[src/adc_pkg.sv]
// Package with command codes, register offsets, field positions and timing for the drive unit.
// Functional notes
// Read 14h returns axis sync buffer value
// Drive command starts on command write
// Several designated axes run same command
// Axis busy bit high while axis drives
// In-position check delays busy clear
// Host waits 250 ns between commands
// 20h emits count plus pulses, counts up
// 21h emits count minus pulses, counts down
// 22h runs plus pulses until stop
// 23h runs minus pulses until stop
// Host loads speed parameters before drive
// 24h puts idle axes in start hold
// Start hold never alters running drive
// 25h releases hold, clears end/error bits
// 26h decelerates to stop, immediate below start
// Decel stop on main axis ends interpolation
// 27h stops pulses at once
// Stop on idle axis does nothing
// Interpolation commands carry zero axis field
// Host selects axes before interpolation
// Interpolation busy and axis busy during interpolation
// Host waits 250 ns before reading data
// Multi-axis read picks X, Y, Z, U
// Hold persists until release or reset
package adc_pkg;
  localparam int unsigned NAXES       = 4;
  localparam int unsigned CLK_MHZ     = 100;
  localparam int unsigned CMD_TIME_NS = 250;
  localparam int unsigned CMD_CYCLES  = (CMD_TIME_NS * CLK_MHZ + 999) / 1000;
  // Command register fields.
  localparam int unsigned CMD_CODE_LSB = 0;
  localparam int unsigned CMD_AXIS_LSB = 8;
  // Command codes.
  localparam logic [7:0] CMD_READ_SYNC  = 8'h14;
  localparam logic [7:0] CMD_PLUS_FIXED = 8'h20;
  localparam logic [7:0] CMD_MINUS_FIXED= 8'h21;
  localparam logic [7:0] CMD_PLUS_CONT  = 8'h22;
  localparam logic [7:0] CMD_MINUS_CONT = 8'h23;
  localparam logic [7:0] CMD_HOLD       = 8'h24;
  localparam logic [7:0] CMD_RELEASE    = 8'h25;
  localparam logic [7:0] CMD_DECEL_STOP = 8'h26;
  localparam logic [7:0] CMD_IMM_STOP   = 8'h27;
  localparam logic [7:0] CMD_INTERP_LO  = 8'h30;
  localparam logic [7:0] CMD_INTERP_HI  = 8'h35;
  // Software port offsets.
  localparam logic [3:0] OFF_COMMAND     = 4'h0;
  localparam logic [3:0] OFF_MAIN_STATUS = 4'h1;
  localparam logic [3:0] OFF_END_STATUS  = 4'h2;
  localparam logic [3:0] OFF_ERR_STATUS  = 4'h3;
  localparam logic [3:0] OFF_DATA_LOW    = 4'h4;
  localparam logic [3:0] OFF_DATA_HIGH   = 4'h5;
  localparam logic [3:0] OFF_CTRL_STATUS = 4'h6;
  // Status field positions.
  localparam int unsigned ST_INTERP_BIT = 8;
  localparam int unsigned ST_HOME_ERR   = 7;
  localparam int unsigned ST_END_LSB    = 8;
  localparam logic [15:0] END_CLR_MASK  = 16'hFF00;
  localparam logic [15:0] ERR_CLR_MASK  = 16'h0080;
endpackage : adc_pkg

[src/adc_if.sv]
// Interface joining the host end and the drive unit over the parallel register bus.
`timescale 1ns/1ps
interface adc_if;
  logic [3:0]  addr;
  logic [15:0] wdata;
  logic        wr_n;
  logic        rd_n;
  logic [15:0] rdata;
  modport host (output addr, output wdata, output wr_n, output rd_n, input rdata);
  modport dev  (input addr, input wdata, input wr_n, input rd_n, output rdata);
endinterface : adc_if

[src/adc_device.sv]
// Drive command unit: per-axis pulse drive, hold, stop, status and data read.
//
// Decided for this implementation: the address map and the strobed register port.
`timescale 1ns/1ps
module adc_device #(
  parameter int unsigned PULSE_DIV = 4,
  parameter int unsigned DECEL_CYC = 8
) (
  // Clock and reset.
  input  wire logic                       clock,
  input  wire logic                       sys_rst,
  // Register bus.
  adc_if.dev                              bus,
  // Axis side.
  input  wire logic [adc_pkg::NAXES-1:0]  in_position_input,
  input  wire logic [adc_pkg::NAXES-1:0]  inpos_check_en,
  input  wire logic [adc_pkg::NAXES-1:0]  ext_stop,
  input  wire logic [adc_pkg::NAXES-1:0]  below_start_speed,
  input  wire logic [31:0]                pulse_count [adc_pkg::NAXES],
  input  wire logic [31:0]                sync_buffer_value [adc_pkg::NAXES],
  input  wire logic [adc_pkg::NAXES-1:0]  interp_axes,
  input  wire logic [1:0]                 interp_main,
  input  wire logic [adc_pkg::NAXES-1:0]  interp_done,
  input  wire logic [15:0]                end_status_set,
  input  wire logic                       home_err_set,
  output logic      [adc_pkg::NAXES-1:0]  plus_pulse_out_pos,
  output logic      [adc_pkg::NAXES-1:0]  plus_pulse_out_neg,
  output logic      [adc_pkg::NAXES-1:0]  minus_pulse_out_pos,
  output logic      [adc_pkg::NAXES-1:0]  minus_pulse_out_neg,
  output logic      [31:0]                logical_pos [adc_pkg::NAXES]
);
  import adc_pkg::*;

  typedef enum logic [1:0] {ADC_IDLE, ADC_RUN, ADC_DECEL, ADC_WAITPOS} adc_state_t;

  adc_state_t             st_r [NAXES];
  logic [NAXES-1:0]       hold_r;
  logic [NAXES-1:0]       pend_r;
  logic [NAXES-1:0]       dir_minus_r;
  logic [NAXES-1:0]       cont_r;
  logic [NAXES-1:0]       pulse_r;
  logic [31:0]            left_r [NAXES];
  logic [7:0]             div_r [NAXES];
  logic [7:0]             dec_r [NAXES];
  logic [31:0]            rdbuf_r;
  logic [15:0]            end_st_r;
  logic [15:0]            err_st_r;
  logic                   interp_r;
  logic [15:0]            rdata_r;
  logic                   wr_cmd;
  logic [7:0]             code;
  logic [NAXES-1:0]       axes;
  logic                   is_drive;
  logic                   is_interp;
  logic [NAXES-1:0]       busy;

  assign wr_cmd    = !bus.wr_n && bus.addr == OFF_COMMAND;
  assign code      = bus.wdata[CMD_CODE_LSB +: 8];
  assign axes      = bus.wdata[CMD_AXIS_LSB +: NAXES];
  assign is_drive  = code >= CMD_PLUS_FIXED && code <= CMD_MINUS_CONT;
  // Axis field is ignored for interpolation commands.
  assign is_interp = code >= CMD_INTERP_LO && code <= CMD_INTERP_HI;

  // Per-axis drive machine, all designated axes act together.
  always_ff @(posedge clock) begin
    for (int i = 0; i < NAXES; i++) begin
      pulse_r[i] <= 1'b0;
      if (sys_rst) begin
        st_r[i]        <= ADC_IDLE;
        // No hold and no drive survive a reset.
        hold_r[i]      <= 1'b0;
        dir_minus_r[i] <= 1'b0;
        cont_r[i]      <= 1'b0;
        left_r[i]      <= 32'h0000_0000;
        div_r[i]       <= 8'h00;
        dec_r[i]       <= 8'h00;
        logical_pos[i] <= 32'h0000_0000;
      end else begin
        if (wr_cmd && is_drive && axes[i] && st_r[i] == ADC_IDLE) begin
          dir_minus_r[i] <= code[0];
          cont_r[i]      <= code[1];
          left_r[i]      <= pulse_count[i];
          div_r[i]       <= 8'h00;
          // A held axis keeps the drive pending until the release.
          if (!hold_r[i] && (code[1] || pulse_count[i] != 32'h0000_0000))
            st_r[i] <= ADC_RUN;
        end
        // Hold only marks idle axes; a running drive is untouched.
        if (wr_cmd && code == CMD_HOLD && axes[i] && st_r[i] == ADC_IDLE)
          hold_r[i] <= 1'b1;
        // Release starts every held axis that has a pending drive. Direction and
        // count left over from an earlier drive never restart an axis on their own.
        if (wr_cmd && code == CMD_RELEASE && hold_r[i]) begin
          hold_r[i] <= 1'b0;
          if (pend_r[i])
            st_r[i] <= ADC_RUN;
        end
        // One step every PULSE_DIV cycles; the first step leaves with the start.
        if (st_r[i] == ADC_RUN || st_r[i] == ADC_DECEL) begin
          div_r[i] <= (div_r[i] == 8'(PULSE_DIV - 1)) ? 8'h00 : div_r[i] + 8'h01;
          if (div_r[i] == 8'h00) begin
            pulse_r[i] <= 1'b1;
            logical_pos[i] <= dir_minus_r[i] ? logical_pos[i] - 32'h1 : logical_pos[i] + 32'h1;
            if (!cont_r[i]) begin
              left_r[i] <= left_r[i] - 32'h1;
              if (left_r[i] == 32'h1)
                st_r[i] <= inpos_check_en[i] ? ADC_WAITPOS : ADC_IDLE;
            end
          end
          // The ramp is a fixed tail of DECEL_CYC + 1 cycles; the speed curve is not modelled here.
          if (st_r[i] == ADC_DECEL) begin
            dec_r[i] <= dec_r[i] - 8'h01;
            if (dec_r[i] == 8'h00) st_r[i] <= inpos_check_en[i] ? ADC_WAITPOS : ADC_IDLE;
          end
          // The external stop ends continuous drives only; fixed drives run to their count.
          if (st_r[i] == ADC_RUN && ext_stop[i] && cont_r[i])
            st_r[i] <= inpos_check_en[i] ? ADC_WAITPOS : ADC_IDLE;
          // Deceleration stop; immediate when already below start speed.
          if (wr_cmd && code == CMD_DECEL_STOP && axes[i]) begin
            if (below_start_speed[i]) st_r[i] <= inpos_check_en[i] ? ADC_WAITPOS : ADC_IDLE;
            else if (st_r[i] == ADC_RUN) begin
              st_r[i] <= ADC_DECEL;
              dec_r[i] <= 8'(DECEL_CYC);
            end
          end
          // Immediate stop drops the drive at once, even in the middle of the ramp.
          if (wr_cmd && code == CMD_IMM_STOP && axes[i])
            st_r[i] <= inpos_check_en[i] ? ADC_WAITPOS : ADC_IDLE;
        end
        // Busy clears only once the servo reports in position.
        if (st_r[i] == ADC_WAITPOS && in_position_input[i])
          st_r[i] <= ADC_IDLE;
      end
    end
  end

  // A drive written to a held axis waits here for the release.
  always_ff @(posedge clock) begin
    for (int i = 0; i < NAXES; i++) begin
      if (sys_rst) begin
        pend_r[i] <= 1'b0;
      end else if (wr_cmd && code == CMD_RELEASE) begin
        pend_r[i] <= 1'b0;
      end else if (wr_cmd && is_drive && axes[i] && st_r[i] == ADC_IDLE && hold_r[i]) begin
        pend_r[i] <= code[1] || pulse_count[i] != 32'h0000_0000;
      end
    end
  end

  // Interpolation busy; a deceleration stop on the main axis ends it.
  // It also ends once every participating axis reports done; an empty set ends at once.
  always_ff @(posedge clock) begin
    if (sys_rst) interp_r <= 1'b0;
    else if (wr_cmd && is_interp) interp_r <= 1'b1;
    else if (wr_cmd && code == CMD_DECEL_STOP && axes[interp_main]) interp_r <= 1'b0;
    else if ((interp_done & interp_axes) == interp_axes) interp_r <= 1'b0;
  end

  // Pulse outputs are a one-cycle high on the direction's pair.
  always_comb begin
    for (int i = 0; i < NAXES; i++) begin
      busy[i] = st_r[i] != ADC_IDLE || (interp_r && interp_axes[i]);
    end
    plus_pulse_out_pos  = pulse_r & ~dir_minus_r;
    plus_pulse_out_neg  = ~plus_pulse_out_pos;
    minus_pulse_out_pos = pulse_r & dir_minus_r;
    minus_pulse_out_neg = ~minus_pulse_out_pos;
  end

  // Read buffer picks the first designated axis in X, Y, Z, U order.
  always_ff @(posedge clock) begin
    if (sys_rst) rdbuf_r <= 32'h0000_0000;
    else if (wr_cmd && code == CMD_READ_SYNC) begin
      for (int i = NAXES - 1; i >= 0; i--)
        if (axes[i]) rdbuf_r <= sync_buffer_value[i];
    end
  end

  // Status bits: hardware set wins over the release clear.
  // Software clears them only through the release command; there is no direct write.
  always_ff @(posedge clock) begin
    if (sys_rst) begin
      end_st_r <= 16'h0000;
      err_st_r <= 16'h0000;
    end else begin
      end_st_r <= ((wr_cmd && code == CMD_RELEASE) ? end_st_r & ~END_CLR_MASK : end_st_r)
                  | end_status_set;
      err_st_r <= ((wr_cmd && code == CMD_RELEASE) ? err_st_r & ~ERR_CLR_MASK : err_st_r)
                  | (home_err_set ? ERR_CLR_MASK : 16'h0000);
    end
  end

  // Read data stands the cycle after the read strobe.
  // Offsets with no register behind them read as zero.
  always_ff @(posedge clock) begin
    if (sys_rst) rdata_r <= 16'h0000;
    else if (!bus.rd_n) begin
      unique case (bus.addr)
        OFF_MAIN_STATUS: rdata_r <= {7'h00, interp_r, 4'h0, busy};
        OFF_END_STATUS:  rdata_r <= end_st_r;
        OFF_ERR_STATUS:  rdata_r <= err_st_r;
        OFF_DATA_LOW:    rdata_r <= rdbuf_r[15:0];
        OFF_DATA_HIGH:   rdata_r <= rdbuf_r[31:16];
        OFF_CTRL_STATUS: rdata_r <= {12'h000, hold_r};
        default:         rdata_r <= 16'h0000;
      endcase
    end
  end
  assign bus.rdata = rdata_r;
endmodule : adc_device

[src/flat_wrapper.sv]
// flat-port wrapper written by rule: the top's interface ports become plain ports
module adc_device_flat import adc_pkg::*;
#(
  parameter int unsigned PULSE_DIV = 4,
  parameter int unsigned DECEL_CYC = 8
)
  (clock, sys_rst, in_position_input, inpos_check_en, ext_stop, below_start_speed, pulse_count, sync_buffer_value, interp_axes, interp_main, interp_done, end_status_set, home_err_set, plus_pulse_out_pos, plus_pulse_out_neg, minus_pulse_out_pos, minus_pulse_out_neg, logical_pos, bus_addr, bus_wdata, bus_wr_n, bus_rd_n, bus_rdata);
  adc_if bus_i ();
  input  wire logic clock;
  input  wire logic sys_rst;
  input  wire logic [adc_pkg::NAXES-1:0] in_position_input;
  input  wire logic [adc_pkg::NAXES-1:0] inpos_check_en;
  input  wire logic [adc_pkg::NAXES-1:0] ext_stop;
  input  wire logic [adc_pkg::NAXES-1:0] below_start_speed;
  input  wire logic [31:0] pulse_count[adc_pkg::NAXES];
  input  wire logic [31:0] sync_buffer_value[adc_pkg::NAXES];
  input  wire logic [adc_pkg::NAXES-1:0] interp_axes;
  input  wire logic [1:0] interp_main;
  input  wire logic [adc_pkg::NAXES-1:0] interp_done;
  input  wire logic [15:0] end_status_set;
  input  wire logic home_err_set;
  output logic      [adc_pkg::NAXES-1:0] plus_pulse_out_pos;
  output logic      [adc_pkg::NAXES-1:0] plus_pulse_out_neg;
  output logic      [adc_pkg::NAXES-1:0] minus_pulse_out_pos;
  output logic      [adc_pkg::NAXES-1:0] minus_pulse_out_neg;
  output logic      [31:0] logical_pos[adc_pkg::NAXES];
  input wire logic [$bits(bus_i.addr)-1:0] bus_addr;
  input wire logic [$bits(bus_i.wdata)-1:0] bus_wdata;
  input wire logic [$bits(bus_i.wr_n)-1:0] bus_wr_n;
  input wire logic [$bits(bus_i.rd_n)-1:0] bus_rd_n;
  output wire logic [$bits(bus_i.rdata)-1:0] bus_rdata;
  assign bus_i.addr = bus_addr;
  assign bus_i.wdata = bus_wdata;
  assign bus_i.wr_n = bus_wr_n;
  assign bus_i.rd_n = bus_rd_n;
  assign bus_rdata = bus_i.rdata;
  adc_device #(.PULSE_DIV(PULSE_DIV), .DECEL_CYC(DECEL_CYC)) u_core (.clock(clock), .sys_rst(sys_rst), .bus(bus_i), .in_position_input(in_position_input), .inpos_check_en(inpos_check_en), .ext_stop(ext_stop), .below_start_speed(below_start_speed), .pulse_count(pulse_count), .sync_buffer_value(sync_buffer_value), .interp_axes(interp_axes), .interp_main(interp_main), .interp_done(interp_done), .end_status_set(end_status_set), .home_err_set(home_err_set), .plus_pulse_out_pos(plus_pulse_out_pos), .plus_pulse_out_neg(plus_pulse_out_neg), .minus_pulse_out_pos(minus_pulse_out_pos), .minus_pulse_out_neg(minus_pulse_out_neg), .logical_pos(logical_pos));
endmodule
[config.mk]
export PLATFORM = sky130hd
export DESIGN_NAME = adc_device_flat
export DESIGN_NICKNAME = d
export VERILOG_FILES = /design/src/adc_pkg.sv /design/src/adc_if.sv /design/src/adc_device.sv /design/src/flat_wrapper.sv
export SDC_FILE = /design/constraint.sdc
export NUM_CORES = 1
export LEC_CHECK = 0
export ABC_AREA = 0
export BUFFER_PORTS_ARGS = -buffer_cell sky130_fd_sc_hd__buf_4
export CORE_MARGIN = 3
export CORE_UTILIZATION = 30
export CTS_CLUSTER_SIZE = 40
export DETAILED_ROUTE_END_ITERATION = 12
export MAX_ROUTING_LAYER = met4
export SYNTH_ARGS = -nofsm -noshare
export SYNTH_HDL_FRONTEND = slang
export SYNTH_SLANG_ARGS = --single-unit
[constraint.sdc]
create_clock -name clock -period 4.7 [get_ports clock]
set_input_delay 0.47 -clock clock [delete_from_list [all_inputs] [get_ports clock]]
set_output_delay 0.47 -clock clock [all_outputs]
set_load 0.1 [all_outputs]
==> run_results.csv <==
group,metric,value,unit
status,status,"complete, no violations",
worst_setup_path,cp_max_fo,20,
drt,vias_per_cell,5.10,
timing,slew_headroom,27.3,%
clock_network,numCtsBuffers,53,
synthesis,synthMuxAreaShare,1.89,%
placement,placed_cells,4730,
synthesis,synth_simple_gate_area_share,23.0,%
timing,drv_slew,0,
layout,fill_cells,9024,
worst_setup_path,cpPeakStageDelay,880,ps
layout,drive_above_1_share,17.9,%
floorplanning,dieArea,0.0929,sq mm
min_path,holdCritPathClass,"input pin to flop",
grt,grt_antenna_before_repair,10,
synthesis,synth_compound_area_share,17.9,%
timing,max_clock_freq,252,MHz
worst_setup_path,crit_type,"flop to flop",
power,powerDensity,276,mW/mm^2
floorplanning,start_util,30.6,%
worst_setup_path,crit_chain,"inv_1 -> fa_1 -> nor2b_1 -> o31a_1 -> nor2_1 -> o21ai_0 -> a221oi_1 -> o21a_1 -> a311oi_1 -> a31oi_1 -> xor2_1 -> o31ai_1",
drt,first_pass_iters,7,
worst_setup_path,arrival,4490,ps
drt,drt_iter0_drc,1556,
layout,final_area,0.0335,sq mm
power,p_int,6.85,mW
layout,fin_cells,4837,
drt,routed_wl,86500,um
synthesis,synthXorXnorAreaFrac,8.08,%
layout,fin_util,38.3,%
timing,skew,26.6,ps
synthesis,netlist_area,0.0268,sq mm
worst_setup_path,endpoint_kind,"flop",
job,maxCapViolCount,0,
placement,place_area,0.0316,sq mm
layout,multiInputGateArea,0.0157,sq mm
power,p_leak,13.6,nW
synthesis,synth_edf_count,200,
worst_setup_path,critPathRequiredTime,5210,ps
timing,setup_violations,0,
floorplanning,pin_count,483,
power,switching_share,25.8,%
synthesis,ys_seq_area_share,38.4,%
worst_setup_path,critPathBufInv,1,
placement,routabilityCongestion,0.872,
clock_network,cts_num_sinks,414,
clock_network,cts_tree,"built",
worst_setup_path,cp_slowest_cell,"dfxtp_1",
power,peakVddDrop,236,uV
clock_network,clk_pin_slew,60,ps
power,p_total,9.23,mW
layout,areaGrowthSynthToFinish,25.2,%
drt,wl_per_cell,17.9,um
timing,finalHoldViolCount,0,
floorplanning,die_height,305,um
power,pwr-share-comb,9.9,%
clock_network,cts_setup_buffers,0,
timing,rsz0062_at_grt,"false",
floorplanning,placementRows,108,
power,switching_power,2.39,mW
drt,drc,0,
timing,fin_crit_sh,84.5,%
clock_network,cts_max_level,2,
synthesis,synth-seq-cells,414,
synthesis,ys_types,93,
power,clockPowerShare,46.6,%
timing,setup_tns,0,ps
synthesis,synth_flop_cell,"dfxtp_1",
timing,fin_crit,3970,ps
synthesis,synth_top_family_by_area,"simple AND/OR/NAND/NOR gates",
power,p_seq_share,43.6,%
placement,port_buffers,478,
placement,hpwl,65300,um
grt,grt_pass1_wl,134000,um
grt,track_usage,18.4,%
clock_network,cts_buffer_depth,3,
grt,grt_max_degree,71,
synthesis,synth_fa_ha_area_share,7.64,%
synthesis,synthCells,3188,
layout,register_area,0.0103,sq mm
synthesis,async_flop_share,0,%
clock_network,cts-root-buf,"clkbuf_16",
synthesis,yosys_warnings,0,
floorplanning,die_w,305,um
timing,worstMarginPinSlew,1090,ps
drt,via_count,24700,
floorplanning,coreArea,0.0876,sq mm
clock_network,hold_buffers,0,
grt,grt_remaining_overflow,0,
clock_network,clock_latency,620,ps
worst_setup_path,startpoint_type,"flop",
drt,ant_nets,0,
clock_network,cts_resized,0,
worst_setup_path,cp_top_family,"compound AO/OA/AOI/OAI gates",
layout,final_nets,4114,
synthesis,syn-num-nets,3672,
grt,grt_pass1_vias,23600,
synthesis,synth_area_per_cell,8.40,sq um
## flip-flops by register name (all words and copies together) (netlist names)
| signal | flops |
|---|---|
| u_core.bus.rdata | 16 |
| u_core.cont_r | 4 |
| u_core.dec_r | 32 |
| u_core.dir_minus_r | 4 |
| u_core.div_r | 32 |
| u_core.end_st_r | 16 |
| u_core.err_st_r | 1 |
| u_core.hold_r | 4 |
| u_core.interp_r | 1 |
| u_core.left_r | 128 |
| u_core.logical_pos | 128 |
| u_core.pend_r | 4 |
| u_core.pulse_r | 4 |
| u_core.rdbuf_r | 32 |
| u_core.st_r | 8 |
## synth_stat cells (all sizes together), types with 37 or more instances
library cell	count	share of area (%)
a211oi	54	1.5
a21o	63	1.8
a21oi	306	5.7
and3	37	0.87
clkbuf	118	1.7
dfxtp	214	16
edfxtp	200	22
ha	157	7.3
inv	85	1.2
mux2i	46	1.7
nand2	444	6.2
nand3	90	1.7
nor2	383	5.4
nor3	83	1.6
nor4	71	1.7
o21ai	192	3.6
or3	42	1.0
xnor2	158	5.2
xor2	89	2.9
## power groups by stage
stage / clock network, mW / registers (mW) / logic, mW
finish: 4.30 / 4.02 / 0.910
global route: 4.56 / 4.04 / 1.00
CTS: 4.43 / 4.02 / 0.921
detailed placement: 0 / 4.10 / 0.917
global placement: 0 / 4.09 / 0.914
floorplan: 0 / 4.12 / 0.449
## metrics by stage
stage	setup WS, ps	hold slack [ps]
after floorplan	1160	432
after global placement	911	442
after detailed placement	871	447
after CTS	813	12.1
after global routing	469	33.8
final	727	44.9
## kinds of logic (layout without fill, tap and decap cells)
kind of cell,after synthesis,after routing
xor+xnor,247,247
buf+inv,215,701
flops,414,414
compound gates,783,783
other cells,0,8
mux,49,49
simple gates,1319,1319
fa+ha+maj,161,161
## final cells by class
| cell class | count | share of cell area, % |
|---|---|---|
| Multi-Input combinational cell | 2559 | 46.9 |
| Sequential cell | 414 | 30.7 |
| Timing Repair Buffer | 517 | 11.6 |
| Clock buffer | 78 | 4.82 |
| Tap cell | 1155 | 4.31 |
| Inverter | 85 | 0.952 |
| Clock inverter | 21 | 0.687 |
| Antenna cell | 8 | 0.0597 |
## tightest hold or removal path, delay by kind of cell
kind / cells / cell delay (ps)
buffers and inverters: 1 / 80
AND/OR/NAND/NOR: 2 / 90
## cells in the final DEF (no fill, tap or decap), drive strengths merged, types with 79 or more instances in the layout
master / Yosys / final
nor2: 383 / 383
ha: 157 / 157
o21ai: 192 / 192
nand3: 90 / 90
inv: 85 / 90
nor3: 83 / 83
xnor2: 158 / 158
nand2: 444 / 444
buf: 12 / 516
a21oi: 306 / 306
edfxtp: 200 / 200
clkbuf: 118 / 79
dfxtp: 214 / 214
xor2: 89 / 89
## per-layer routing
metal,GRT usage (%),up-vias,wire [um]
met1,23.4,11500,38700
met5,-,-,0
met4,4.69,0,2090
li1,-,12400,-
met2,30.0,633,40600
met3,3.45,115,5090
## worst paths after layout
check                        start                     end  slack [ps]  depth (start not counted)
min              end_status_set[0]      u_core.end_st_r[0]          40                          3
min reg2reg       u_core.pend_r[3]        u_core.pend_r[3]         460                          2
max reg2reg  u_core.dir_minus_r[1]  u_core.logical_pos[94]         730                         12
max          u_core.dir_minus_r[1]  u_core.logical_pos[94]         730                         12
Note: power is estimated with default switching activity, not from simulation.
